===== config.mk =====
export PLATFORM = sky130hd
export DESIGN_NAME = scc_control
export DESIGN_NICKNAME = d
export VERILOG_FILES = /design/src/shared/scc_pkg.sv /design/src/shared/scc_deb_if.sv /design/src/core/scc_debounce.sv /design/src/core/scc_control.sv
export VERILOG_INCLUDE_DIRS = /design/src /design/src/shared
export SDC_FILE = /design/constraint.sdc
export NUM_CORES = 1
export LEC_CHECK = 0
export BUFFER_PORTS_ARGS = -buffer_cell sky130_fd_sc_hd__buf_2
export CORE_AREA = 2 2 149 151
export DETAILED_ROUTE_END_ITERATION = 7
export DIE_AREA = 0 0 151 153
export GPL_TIMING_DRIVEN = 0
export PLACE_DENSITY = 0.76
export SLEW_MARGIN = 0
export SYNTH_ARGS = -nofsm -noshare
export SYNTH_HDL_FRONTEND = slang
export SYNTH_HIERARCHICAL = 1
export SYNTH_SLANG_ARGS = --single-unit

===== constraint.sdc =====
create_clock -name clk_i -period 5.7 [get_ports clk_i]
set_input_delay 0.855 -clock clk_i [delete_from_list [all_inputs] [get_ports clk_i]]
set_output_delay 0.855 -clock clk_i [all_outputs]
set_load 0.05 [all_outputs]

===== src/shared/scc_params.svh =====
// timing counts, field encodings and reset values of the sequencer control
`ifndef SCC_PARAMS_SVH
`define SCC_PARAMS_SVH

`define SCC_CLK_HZ 25000000
`define SCC_STEP_US 250
`define SCC_STEP_CYCLES ((`SCC_CLK_HZ / 1000000) * `SCC_STEP_US)
`define SCC_STEPS_PER_MS 2'd3
`define SCC_MS_PER_LP 7'd99
`define SCC_LONG_STEP_MULT 7'd4
`define SCC_SHORT_STEP_MULT 7'd1
`define SCC_DEB_BASE_MS 7'd5
`define SCC_FORCE_DELAY_MS 16'd100
`define SCC_OFF_PIN_CTL 2'h0
`define SCC_OFF_RST 2'h0
`define SCC_EN_RST 12'h000
`define SCC_OE_N_RST 12'hfff
`define SCC_LAST_SLOT 2'h3
`define SCC_AF_LSB 8

`endif


===== src/shared/scc_pkg.sv =====
// types shared by the sequencer control modules
`default_nettype none
package scc_pkg;
   typedef enum logic [1:0] {
      SCC_SEQ_RISE,
      SCC_SEQ_FALL,
      SCC_SEQ_DOZE_ENTER,
      SCC_SEQ_DOZE_LEAVE
   } scc_seq_t;
   typedef enum logic {
      SCC_ST_IDLE,
      SCC_ST_RUN
   } scc_state_t;
   typedef logic [11:0] scc_chan_t;
   typedef logic [3:0][11:0] scc_map_t;
endpackage
`default_nettype wire


===== src/shared/scc_deb_if.sv =====
// link between the control core and one input debounce filter
`timescale 1ns/1ps
`default_nettype none
interface scc_deb_if;
   logic raw;
   logic on;
   logic tick;
   logic [3:0] interval;
   logic filt;
   modport core (output raw, output on, output tick, output interval,
                 input filt);
   modport filter (input raw, input on, input tick, input interval,
                   output filt);
endinterface
`default_nettype wire


===== src/core/scc_debounce.sv =====
// debounce filter for one alternate-function input
`timescale 1ns/1ps
`default_nettype none
`include "scc_params.svh"
module scc_debounce
   import scc_pkg::*;
(
   input wire logic clk_i,
   input wire logic arst_n_i,
   scc_deb_if.filter dif
);
   logic filt_q, filt_d;
   logic [6:0] cnt_q, cnt_d;
   logic [6:0] limit;

   // interval code n selects 5 ms * (n + 1)
   assign limit = 7'(({3'h0, dif.interval} + 7'h1) * `SCC_DEB_BASE_MS);

   always_comb begin
      filt_d = filt_q;
      cnt_d = cnt_q;
      if (!dif.on) begin
         filt_d = dif.raw;
         cnt_d = 7'h00;
      end else if (dif.raw == filt_q) begin
         cnt_d = 7'h00;
      end else if (dif.tick) begin
         // accept the new level only after it held a whole interval
         if (cnt_q + 7'h1 >= limit) begin
            filt_d = dif.raw;
            cnt_d = 7'h00;
         end else begin
            cnt_d = cnt_q + 7'h1;
         end
      end
   end

   always_ff @(posedge clk_i or negedge arst_n_i) begin
      if (!arst_n_i) begin
         filt_q <= 1'b1;
         cnt_q <= 7'h00;
      end else begin
         filt_q <= filt_d;
         cnt_q <= cnt_d;
      end
   end

   assign dif.filt = filt_q;
endmodule
`default_nettype wire


===== src/core/scc_control.sv =====
// control and configuration core of a twelve-channel rail sequencer
// Function
// - upper four enable pins select open-drain or push-pull drive each.
// - per-pin debounce enable; shared interval of 5 to 80 ms.
// - button press is long once it exceeds the programmed 100 ms steps.
// - reload one-time settings after shutdown completes, only if enabled.
// - force bit drives interrupt low; otherwise interrupt follows faults.
// - hold bit set by sequencer, cleared by host; freezes sleep pin.
// - forced-off field: pin control, or force off then resume later.
// - alarm match wakes the system only when enabled.
// - with checking on, missing check byte is good unless required.
// - host bit turns packet error checking on or off.
// - run self test after power-on reset when enabled.
// - run self test on leaving deep shutdown only when enabled.
// - four slot maps of twelve outputs for each of four sequences.
`timescale 1ns/1ps
`default_nettype none
`include "scc_params.svh"
module scc_control
   import scc_pkg::*;
#(
   parameter logic [12:0] STEP_CYCLES = 13'(`SCC_STEP_CYCLES)
)(
   input wire logic clk_i,
   input wire logic arst_n_i,
   input wire logic [3:0] af_pin_i,
   input wire logic [3:0] debounce_on_i,
   input wire logic [3:0] debounce_sel_i,
   output logic [3:0] af_filt_o,
   input wire logic [3:0] gpo_push_pull_i,
   output logic [11:0] en_o,
   output logic [11:0] en_oe_n_o,
   input wire logic power_button_n_i,
   input wire logic [7:0] long_press_limit_i,
   output logic long_press_o,
   input wire logic reload_on_i,
   input wire logic shutdown_done_i,
   output logic otp_reload_o,
   input wire logic force_irq_i,
   input wire logic fault_i,
   output logic irq_out_n_o,
   input wire logic hold_set_i,
   input wire logic hold_clear_i,
   input wire logic sleep_pin_i,
   output logic hold_active_o,
   output logic sleep_req_o,
   input wire logic host_off_we_i,
   input wire logic [1:0] host_off_i,
   input wire logic wdt_off_we_i,
   input wire logic [1:0] wdt_off_i,
   input wire logic wake_pin_i,
   output logic [1:0] forced_off_ctl_o,
   output logic shutdown_req_o,
   input wire logic alarm_power_up_on_i,
   input wire logic alarm_match_i,
   output logic alarm_wake_o,
   input wire logic check_byte_on_i,
   input wire logic check_byte_required_i,
   input wire logic txn_done_i,
   input wire logic txn_has_pec_i,
   input wire logic txn_pec_ok_i,
   output logic txn_good_o,
   output logic txn_bad_o,
   input wire logic selftest_on_boot_i,
   input wire logic selftest_on_wake_i,
   input wire logic deep_exit_i,
   output logic selftest_start_o,
   input wire logic seq_start_i,
   input wire scc_seq_t seq_kind_i,
   input wire scc_map_t rise_map_i,
   input wire scc_map_t fall_map_i,
   input wire scc_map_t doze_enter_map_i,
   input wire scc_map_t doze_leave_map_i,
   input wire logic [3:0] rise_slot_len_i,
   input wire logic [3:0] fall_slot_len_i,
   input wire logic slot_multiplier_i,
   output logic seq_busy_o,
   output logic seq_done_o
);
   // pin synchronisers: first stage is read only by the second
   logic [6:0] sy1_q, sy1_d, sy2_q, sy2_d;
   always_comb begin
      sy1_d = {wake_pin_i, sleep_pin_i, power_button_n_i, af_pin_i};
      sy2_d = sy1_q;
   end
   always_ff @(posedge clk_i or negedge arst_n_i) begin
      if (!arst_n_i) begin
         sy1_q <= 7'h7f;
         sy2_q <= 7'h7f;
      end else begin
         sy1_q <= sy1_d;
         sy2_q <= sy2_d;
      end
   end

   // time base: 250 us step, 1 ms and 100 ms ticks
   logic [12:0] step_cnt_q, step_cnt_d;
   logic [1:0] ms_cnt_q, ms_cnt_d;
   logic [6:0] lp_cnt_q, lp_cnt_d;
   logic step_tick_q, step_tick_d, ms_tick_q, ms_tick_d, lp_tick_q, lp_tick_d;
   always_comb begin
      step_tick_d = (step_cnt_q == STEP_CYCLES - 13'h1);
      step_cnt_d = step_tick_d ? 13'h0000 : step_cnt_q + 13'h1;
      ms_cnt_d = ms_cnt_q;
      ms_tick_d = 1'b0;
      lp_cnt_d = lp_cnt_q;
      lp_tick_d = 1'b0;
      if (step_tick_q) begin
         ms_tick_d = (ms_cnt_q == `SCC_STEPS_PER_MS);
         ms_cnt_d = ms_tick_d ? 2'h0 : ms_cnt_q + 2'h1;
      end
      if (ms_tick_q) begin
         lp_tick_d = (lp_cnt_q == `SCC_MS_PER_LP);
         lp_cnt_d = lp_tick_d ? 7'h00 : lp_cnt_q + 7'h1;
      end
   end
   always_ff @(posedge clk_i or negedge arst_n_i) begin
      if (!arst_n_i) begin
         step_cnt_q <= 13'h0000;
         ms_cnt_q <= 2'h0;
         lp_cnt_q <= 7'h00;
         step_tick_q <= 1'b0;
         ms_tick_q <= 1'b0;
         lp_tick_q <= 1'b0;
      end else begin
         step_cnt_q <= step_cnt_d;
         ms_cnt_q <= ms_cnt_d;
         lp_cnt_q <= lp_cnt_d;
         step_tick_q <= step_tick_d;
         ms_tick_q <= ms_tick_d;
         lp_tick_q <= lp_tick_d;
      end
   end

   // debounce filters on the alternate-function inputs
   logic [3:0] filt;
   genvar gi;
   generate
      for (gi = 0; gi < 4; gi++) begin : g_deb
         scc_deb_if dif ();
         assign dif.raw = sy2_q[gi];
         assign dif.on = debounce_on_i[gi];
         assign dif.tick = ms_tick_q;
         assign dif.interval = debounce_sel_i;
         assign filt[gi] = dif.filt;
         scc_debounce u_deb (
            .clk_i(clk_i),
            .arst_n_i(arst_n_i),
            .dif(dif)
         );
      end
   endgenerate

   // misc control state
   logic [8:0] press_q, press_d;
   logic long_q, long_d, hold_q, hold_d, sleep_q, sleep_d;
   logic irq_n_q, irq_n_d, reload_q, reload_d, wake_q, wake_d;
   logic good_q, good_d, bad_q, bad_d, boot_q, boot_d, st_q, st_d;
   logic [1:0] off_q, off_d;
   logic [15:0] off_cnt_q, off_cnt_d;
   logic shut_q, shut_d;
   logic [3:0] filt_q;
   always_comb begin
      press_d = press_q;
      if (sy2_q[4]) begin
         press_d = 9'h000;
      end else if (lp_tick_q && press_q <= {1'b0, long_press_limit_i}) begin
         press_d = press_q + 9'h001;
      end
      // held longer than limit * 100 ms (limit + 1 ticks of the free-running 100 ms base)
      long_d = press_d > {1'b0, long_press_limit_i};
      reload_d = shutdown_done_i & reload_on_i;
      irq_n_d = force_irq_i ? 1'b0 : ~fault_i;
      // a set arriving with the host clear still wins
      hold_d = hold_set_i | (hold_q & ~hold_clear_i);
      sleep_d = hold_q ? sleep_q : sy2_q[5];
      off_d = off_q;
      off_cnt_d = off_cnt_q;
      if (wdt_off_we_i) begin
         off_d = wdt_off_i;
         off_cnt_d = 16'h0000;
      end else if (host_off_we_i) begin
         off_d = host_off_i;
         off_cnt_d = 16'h0000;
      end else if (off_q != `SCC_OFF_PIN_CTL && ms_tick_q) begin
         if (off_cnt_q + 16'h0001 >= `SCC_FORCE_DELAY_MS) begin
            off_d = `SCC_OFF_PIN_CTL;
            off_cnt_d = 16'h0000;
         end else begin
            off_cnt_d = off_cnt_q + 16'h0001;
         end
      end
      shut_d = (off_q != `SCC_OFF_PIN_CTL) | ~sy2_q[6];
      wake_d = alarm_match_i & alarm_power_up_on_i;
      good_d = 1'b0;
      bad_d = 1'b0;
      if (txn_done_i) begin
         if (!check_byte_on_i) begin
            good_d = 1'b1;
         end else if (txn_has_pec_i) begin
            good_d = txn_pec_ok_i;
            bad_d = ~txn_pec_ok_i;
         end else begin
            good_d = ~check_byte_required_i;
            bad_d = check_byte_required_i;
         end
      end
      // the boot request is sampled in the first cycle after release
      boot_d = 1'b1;
      st_d = (~boot_q & selftest_on_boot_i)
           | (deep_exit_i & selftest_on_wake_i);
   end
   always_ff @(posedge clk_i or negedge arst_n_i) begin
      if (!arst_n_i) begin
         press_q <= 9'h000;
         long_q <= 1'b0;
         reload_q <= 1'b0;
         irq_n_q <= 1'b1;
         hold_q <= 1'b0;
         sleep_q <= 1'b1;
         off_q <= `SCC_OFF_RST;
         off_cnt_q <= 16'h0000;
         shut_q <= 1'b1;
         wake_q <= 1'b0;
         good_q <= 1'b0;
         bad_q <= 1'b0;
         boot_q <= 1'b0;
         st_q <= 1'b0;
         filt_q <= 4'hf;
      end else begin
         press_q <= press_d;
         long_q <= long_d;
         reload_q <= reload_d;
         irq_n_q <= irq_n_d;
         hold_q <= hold_d;
         sleep_q <= sleep_d;
         off_q <= off_d;
         off_cnt_q <= off_cnt_d;
         shut_q <= shut_d;
         wake_q <= wake_d;
         good_q <= good_d;
         bad_q <= bad_d;
         boot_q <= boot_d;
         st_q <= st_d;
         filt_q <= filt;
      end
   end

   // slot stepper
   scc_state_t state_q, state_d;
   scc_seq_t kind_q, kind_d;
   logic [1:0] slot_q, slot_d;
   logic [6:0] dur_q, dur_d;
   logic [11:0] en_q, en_d, oe_n_q, oe_n_d;
   logic done_q, done_d, busy_q, busy_d;
   scc_map_t map_sel;
   logic [3:0] len_sel;
   logic [6:0] slot_steps;
   logic up;
   always_comb begin
      kind_d = kind_q;
      if (state_q == SCC_ST_IDLE && seq_start_i) begin
         kind_d = seq_kind_i;
      end
      unique case (kind_d)
         SCC_SEQ_RISE: map_sel = rise_map_i;
         SCC_SEQ_FALL: map_sel = fall_map_i;
         SCC_SEQ_DOZE_ENTER: map_sel = doze_enter_map_i;
         SCC_SEQ_DOZE_LEAVE: map_sel = doze_leave_map_i;
      endcase
      up = (kind_d == SCC_SEQ_RISE) || (kind_d == SCC_SEQ_DOZE_LEAVE);
      len_sel = up ? rise_slot_len_i : fall_slot_len_i;
      slot_steps = 7'(({3'h0, len_sel} + 7'h1) * (slot_multiplier_i ?
                   `SCC_LONG_STEP_MULT : `SCC_SHORT_STEP_MULT));
      state_d = state_q;
      slot_d = slot_q;
      dur_d = dur_q;
      en_d = en_q;
      done_d = 1'b0;
      unique case (state_q)
         SCC_ST_IDLE: begin
            if (seq_start_i) begin
               state_d = SCC_ST_RUN;
               slot_d = 2'h0;
               dur_d = 7'h00;
               en_d = up ? (en_q | map_sel[0]) : (en_q & ~map_sel[0]);
            end
         end
         SCC_ST_RUN: begin
            if (step_tick_q) begin
               if (dur_q + 7'h1 >= slot_steps) begin
                  dur_d = 7'h00;
                  if (slot_q == `SCC_LAST_SLOT) begin
                     state_d = SCC_ST_IDLE;
                     done_d = 1'b1;
                  end else begin
                     slot_d = slot_q + 2'h1;
                     en_d = up ? (en_q | map_sel[slot_d])
                               : (en_q & ~map_sel[slot_d]);
                  end
               end else begin
                  dur_d = dur_q + 7'h1;
               end
            end
         end
      endcase
      busy_d = (state_d == SCC_ST_RUN);
      // open drain drives only the low level; lower pins are push-pull
      oe_n_d = 12'h000;
      for (int k = 0; k < 4; k++) begin
         if (!gpo_push_pull_i[k]) begin
            oe_n_d[`SCC_AF_LSB + k] = en_d[`SCC_AF_LSB + k];
         end
      end
   end
   always_ff @(posedge clk_i or negedge arst_n_i) begin
      if (!arst_n_i) begin
         state_q <= SCC_ST_IDLE;
         kind_q <= SCC_SEQ_RISE;
         slot_q <= 2'h0;
         dur_q <= 7'h00;
         en_q <= `SCC_EN_RST;
         oe_n_q <= `SCC_OE_N_RST;
         done_q <= 1'b0;
         busy_q <= 1'b0;
      end else begin
         state_q <= state_d;
         kind_q <= kind_d;
         slot_q <= slot_d;
         dur_q <= dur_d;
         en_q <= en_d;
         oe_n_q <= oe_n_d;
         done_q <= done_d;
         busy_q <= busy_d;
      end
   end

   assign af_filt_o = filt_q;
   assign en_o = en_q;
   assign en_oe_n_o = oe_n_q;
   assign long_press_o = long_q;
   assign otp_reload_o = reload_q;
   assign irq_out_n_o = irq_n_q;
   assign hold_active_o = hold_q;
   assign sleep_req_o = sleep_q;
   assign forced_off_ctl_o = off_q;
   assign shutdown_req_o = shut_q;
   assign alarm_wake_o = wake_q;
   assign txn_good_o = good_q;
   assign txn_bad_o = bad_q;
   assign selftest_start_o = st_q;
   assign seq_busy_o = busy_q;
   assign seq_done_o = done_q;
endmodule
`default_nettype wire


==> out/metrics.csv <==
stage,metric,value,unit
clocking,cts_hold_buf,0,
timing,worstMarginPinSlew,0.953,ns
clocking,clock_tree.root_cell,sky130_fd_sc_hd__clkbuf_16,
setup_path,cp_max_fo,14,
synthesis,number_of_synthesized_flops_with_an_enable_pin,0,
setup_path,timing.critical_path.cells,inv_1 -> nand2_1 -> nand2_1 -> nand2_1 -> ha_1 -> mux2_2 -> ha_1 -> xnor2_1 -> nand2_1 -> o21ai_0 -> fa_1 -> inv_1 -> ha_1 -> a2111oi_0 -> o21ai_0 -> and2_1 -> buf_2 -> a22oi_1 -> mux2_2,
clocking,tritoncts_clock_tree,yes,
timing,setup_viol,0,
timing,fin_worst_skew,0.0107,ns
setup_path,crit_slowest_cell,sky130_fd_sc_hd__fa_1,
place,dpl_cell_area,12500,um2
job,number_of_violations_of_the_max_capacitance_limit,0,
timing,rsz_0062_raised_after_global_routing,no,
clocking,cts.path.max_buffers,2,
synthesis,ys_seq_elements,143,
synthesis,syn-instance-count,1098,
die,boundaryPins,297,
setup_path,timing_worst_setup_path_type,flop to flop,
clocking,number_of_cts_inserted_buffers,17,
drt,drc,45,
timing,worst_hold_slack,0.351,ns
drt,initialDrtViolationCount,728,
synthesis,seq_area_frac_synth,0.341,
setup_path,reg2reg_slack,0.45,ns
place,place.detailed.hpwl,25600,um
die,floorplan.die.height,153,um
setup_path,cp_slowest_stage_delay,0.50,ns
die,coreArea,21500,um2
timing,finalCritPeriodShare,0.921,
timing,max_freq,190,MHz
power_and_ir_drop,cellPowerDensity,244,nW/um2
finish,postLayoutCellArea,13100,um2
finish,post_route_cells_drive_above_1_share,0.317,
outcome,violations,design-rule violations,
die,floorplan.rows,54,
drt,detail_route.wl_per_cell,18.8,um
global_route,grt_antenna_before_repair,3,
clocking,worst_setup_hold_path_clk_slew,0.06,ns
drt,drt_pre_antenna_iters,8,
finish,final_net_count,1773,
setup_path,path_common_cell,sky130_fd_sc_hd__nand2_1,
finish,finalCoreUtilization,0.609,
global_route,number_of_global_route_vias_before_repair,9752,
setup_path,r2r_start,seq_busy_o,
setup_path,rr_endpoint,en_o[0],
synthesis,synthesis.yosys.warnings,6,
global_route,grt_overflow_total,0,
global_route,grt_start_max_net_pins,93,
place,port_buffers,296,
power_and_ir_drop,power.leakage,6.52,nW
setup_path,launch_point_of_the_critical_path,seq_busy_o,
setup_path,path_delay_family,adder cells,
setup_path,rr_worst_depth,19,
setup_path,start_kind,flop,
setup_path,timing.critical_path.to_type,flop,
drt,postRouteAntennaNets,0,
timing,timing.final.hold_violations,0,
setup_path,worstPathArrival,5.56,ns
min_path,worst_hold_path_type,flop to flop,
drt,postRouteWirelength,32100,um
drt,vias,9956,
clocking,clock-sinks,143,
synthesis,synthFlopType,sky130_fd_sc_hd__dfrtp_1,
timing,final_slew_viol_count,0,
timing,min_period,5.25,ns
setup_path,cp.required,6.01,ns
clocking,cts_max_level,4,
clocking,worst_skew_pair.late_latency,0.42,ns
place,place_congestion,1.05,
die,initial_utilization,0.494,
global_route,grt_pass1_wl,49600,um
power_and_ir_drop,irDropWorstVdd,0.183,mV
timing,max_slew_margin,0.360,
synthesis,postSynth.asyncResetShare,1.00,
setup_path,worst_setup_path_endpoint,en_o[0],
finish,syn_to_final_growth,23.3,%
outcome,outcome,"complete, but fails checks",
synthesis,yosys.cell_types.count,79,
global_route,track_usage,0.276,
synthesis,synth.cell_area,10600,um2
drt,avgViaCountPerCell,5.82,
setup_path,worst-path-stages,19,
die,die_width,151,um
setup_path,crit_buf_inv,3,
die,die_footprint,23100,um2
synthesis,synth.avg_cell_area,9.67,um2
## state kept, by name (all words and copies together) (netlist names), 2 cells and up
name	flops
af_filt_o	4
ms_cnt_q	2
g_deb.u_deb/dif.filt	4
g_deb.u_deb/cnt_q	28
off_cnt_q	16
press_q	9
kind_q	2
en_oe_n_o	5
lp_cnt_q	7
forced_off_ctl_o	2
en_o	12
dur_q	7
sy2_q	7
step_cnt_q	13
slot_q	2
sy1_q	7
## cells in the mapped netlist, types with 5 or more instances
cell	count	share of area
sky130_fd_sc_hd__nand2_1	73	0.026
sky130_fd_sc_hd__a222oi_1	46	0.043
sky130_fd_sc_hd__nand2b_1	8	0.0047
sky130_fd_sc_hd__o21ai_0	28	0.013
sky130_fd_sc_hd__clkbuf_1	27	0.0095
sky130_fd_sc_hd__nor3_1	17	0.0080
sky130_fd_sc_hd__a22o_1	5	0.0041
sky130_fd_sc_hd__nor2b_1	50	0.029
sky130_fd_sc_hd__mux2_2	16	0.017
sky130_fd_sc_hd__a31oi_1	6	0.0035
sky130_fd_sc_hd__and2_1	16	0.0094
sky130_fd_sc_hd__mux2i_1	13	0.012
sky130_fd_sc_hd__ha_1	96	0.11
sky130_fd_sc_hd__xnor2_1	40	0.033
sky130_fd_sc_hd__fa_1	5	0.0094
sky130_fd_sc_hd__nor3b_1	6	0.0042
sky130_fd_sc_hd__inv_1	58	0.021
sky130_fd_sc_hd__buf_4	8	0.0057
sky130_fd_sc_hd__buf_2	17	0.0080
sky130_fd_sc_hd__dfrtp_1	113	0.27
sky130_fd_sc_hd__xor2_1	28	0.023
sky130_fd_sc_hd__a21oi_1	57	0.027
sky130_fd_sc_hd__nor2_1	59	0.021
sky130_fd_sc_hd__a21o_1	24	0.017
sky130_fd_sc_hd__nand3_1	40	0.019
sky130_fd_sc_hd__o2111ai_1	5	0.0041
sky130_fd_sc_hd__dfstp_2	30	0.074
sky130_fd_sc_hd__or3_1	9	0.0053
sky130_fd_sc_hd__o21bai_1	6	0.0042
sky130_fd_sc_hd__nand4_1	19	0.011
sky130_fd_sc_hd__a32o_1	20	0.019
sky130_fd_sc_hd__a211oi_1	37	0.026
sky130_fd_sc_hd__a22oi_1	8	0.0057
sky130_fd_sc_hd__and3_1	13	0.0077
## power breakdown
group | switching, mW | internal [mW]
combinational | 0.594 | 0.362
sequential | 0.0420 | 1.08
clock | 0.464 | 0.647
total | 1.10 | 2.09
## worst min path at each step
stage	cells past startpoint	endpoint	slack [ns]	startpoint
floorplan	0	sy2_q[0]	0.35	sy1_q[0]
global placement	0	sy2_q[1]	0.35	sy1_q[1]
detailed placement	0	sy2_q[3]	0.35	sy1_q[3]
CTS	0	sy2_q[3]	0.35	sy1_q[3]
global route	0	sy2_q[3]	0.35	sy1_q[3]
finish	0	sy2_q[3]	0.35	sy1_q[3]
## metal layers
metal	routed length, um	vias to the layer above	global-route usage
met5	13	-	0
met2	16200	431	0.472
met4	1440	2	0.142
met3	2160	93	0.0552
li1	-	4712	-
met1	12400	4718	0.327
## cell type report
class	count	area, um2
diodes	2	5.00
plain buffers	54	264
clock buffers	20	468
clock inverters	12	119
fillers	1894	8400
inverters	59	221
multi-input cells	845	6530
flip-flops and latches	143	3620
well taps	280	350
repair buffers	297	1520
## kinds of logic after synthesis
group / share of synthesized area
and+or+nand+nor: 0.175
AOI/OAI and AO/OA: 0.215
DFF: 0.341
buffers and inverters: 0.0459
adders and majority gates: 0.123
xor gates and xnor gates: 0.0623
muxes: 0.0381
other: 0.000708
## cells in the final DEF, fill, tap and decap left out, types with 9 or more instances in the layout
master and n:
sky130_fd_sc_hd__buf_2 312, sky130_fd_sc_hd__dfrtp_1 113, sky130_fd_sc_hd__ha_1 96, sky130_fd_sc_hd__nand2_1 73, sky130_fd_sc_hd__nor2_1 59, sky130_fd_sc_hd__inv_1 58
sky130_fd_sc_hd__a21oi_1 57, sky130_fd_sc_hd__nor2b_1 50, sky130_fd_sc_hd__a222oi_1 46, sky130_fd_sc_hd__nand3_1 40, sky130_fd_sc_hd__xnor2_1 40, sky130_fd_sc_hd__a211oi_1 37
sky130_fd_sc_hd__dfstp_2 30, sky130_fd_sc_hd__xor2_1 28, sky130_fd_sc_hd__o21ai_0 28, sky130_fd_sc_hd__clkbuf_1 25, sky130_fd_sc_hd__a21o_1 24, sky130_fd_sc_hd__a32o_1 20
sky130_fd_sc_hd__nand4_1 19, sky130_fd_sc_hd__clkbuf_16 18, sky130_fd_sc_hd__nor3_1 17, sky130_fd_sc_hd__mux2_2 16, sky130_fd_sc_hd__and2_1 16, sky130_fd_sc_hd__and3_1 13
sky130_fd_sc_hd__mux2i_1 13, sky130_fd_sc_hd__or3_1 9
## per-stage QoR
step	power [mW]	setup TNS, ns	cells	setup slack (ns)
floorplan	1.76	0	1102	0.850
global placement	2.05	-1.52	1678	-0.179
detailed placement	2.08	-3.87	1679	-0.327
CTS	3.21	0	1711	0.124
global route	3.35	0	1712	0.0179
finish	3.19	0	1712	0.450
## timing repair
action,4_1_cts,5_1_grt
endpoints found under the setup margin,0,19
setup buffers,0,0
resized for setup,0,5
No activity file was read; power rests on OpenSTA's default activity.
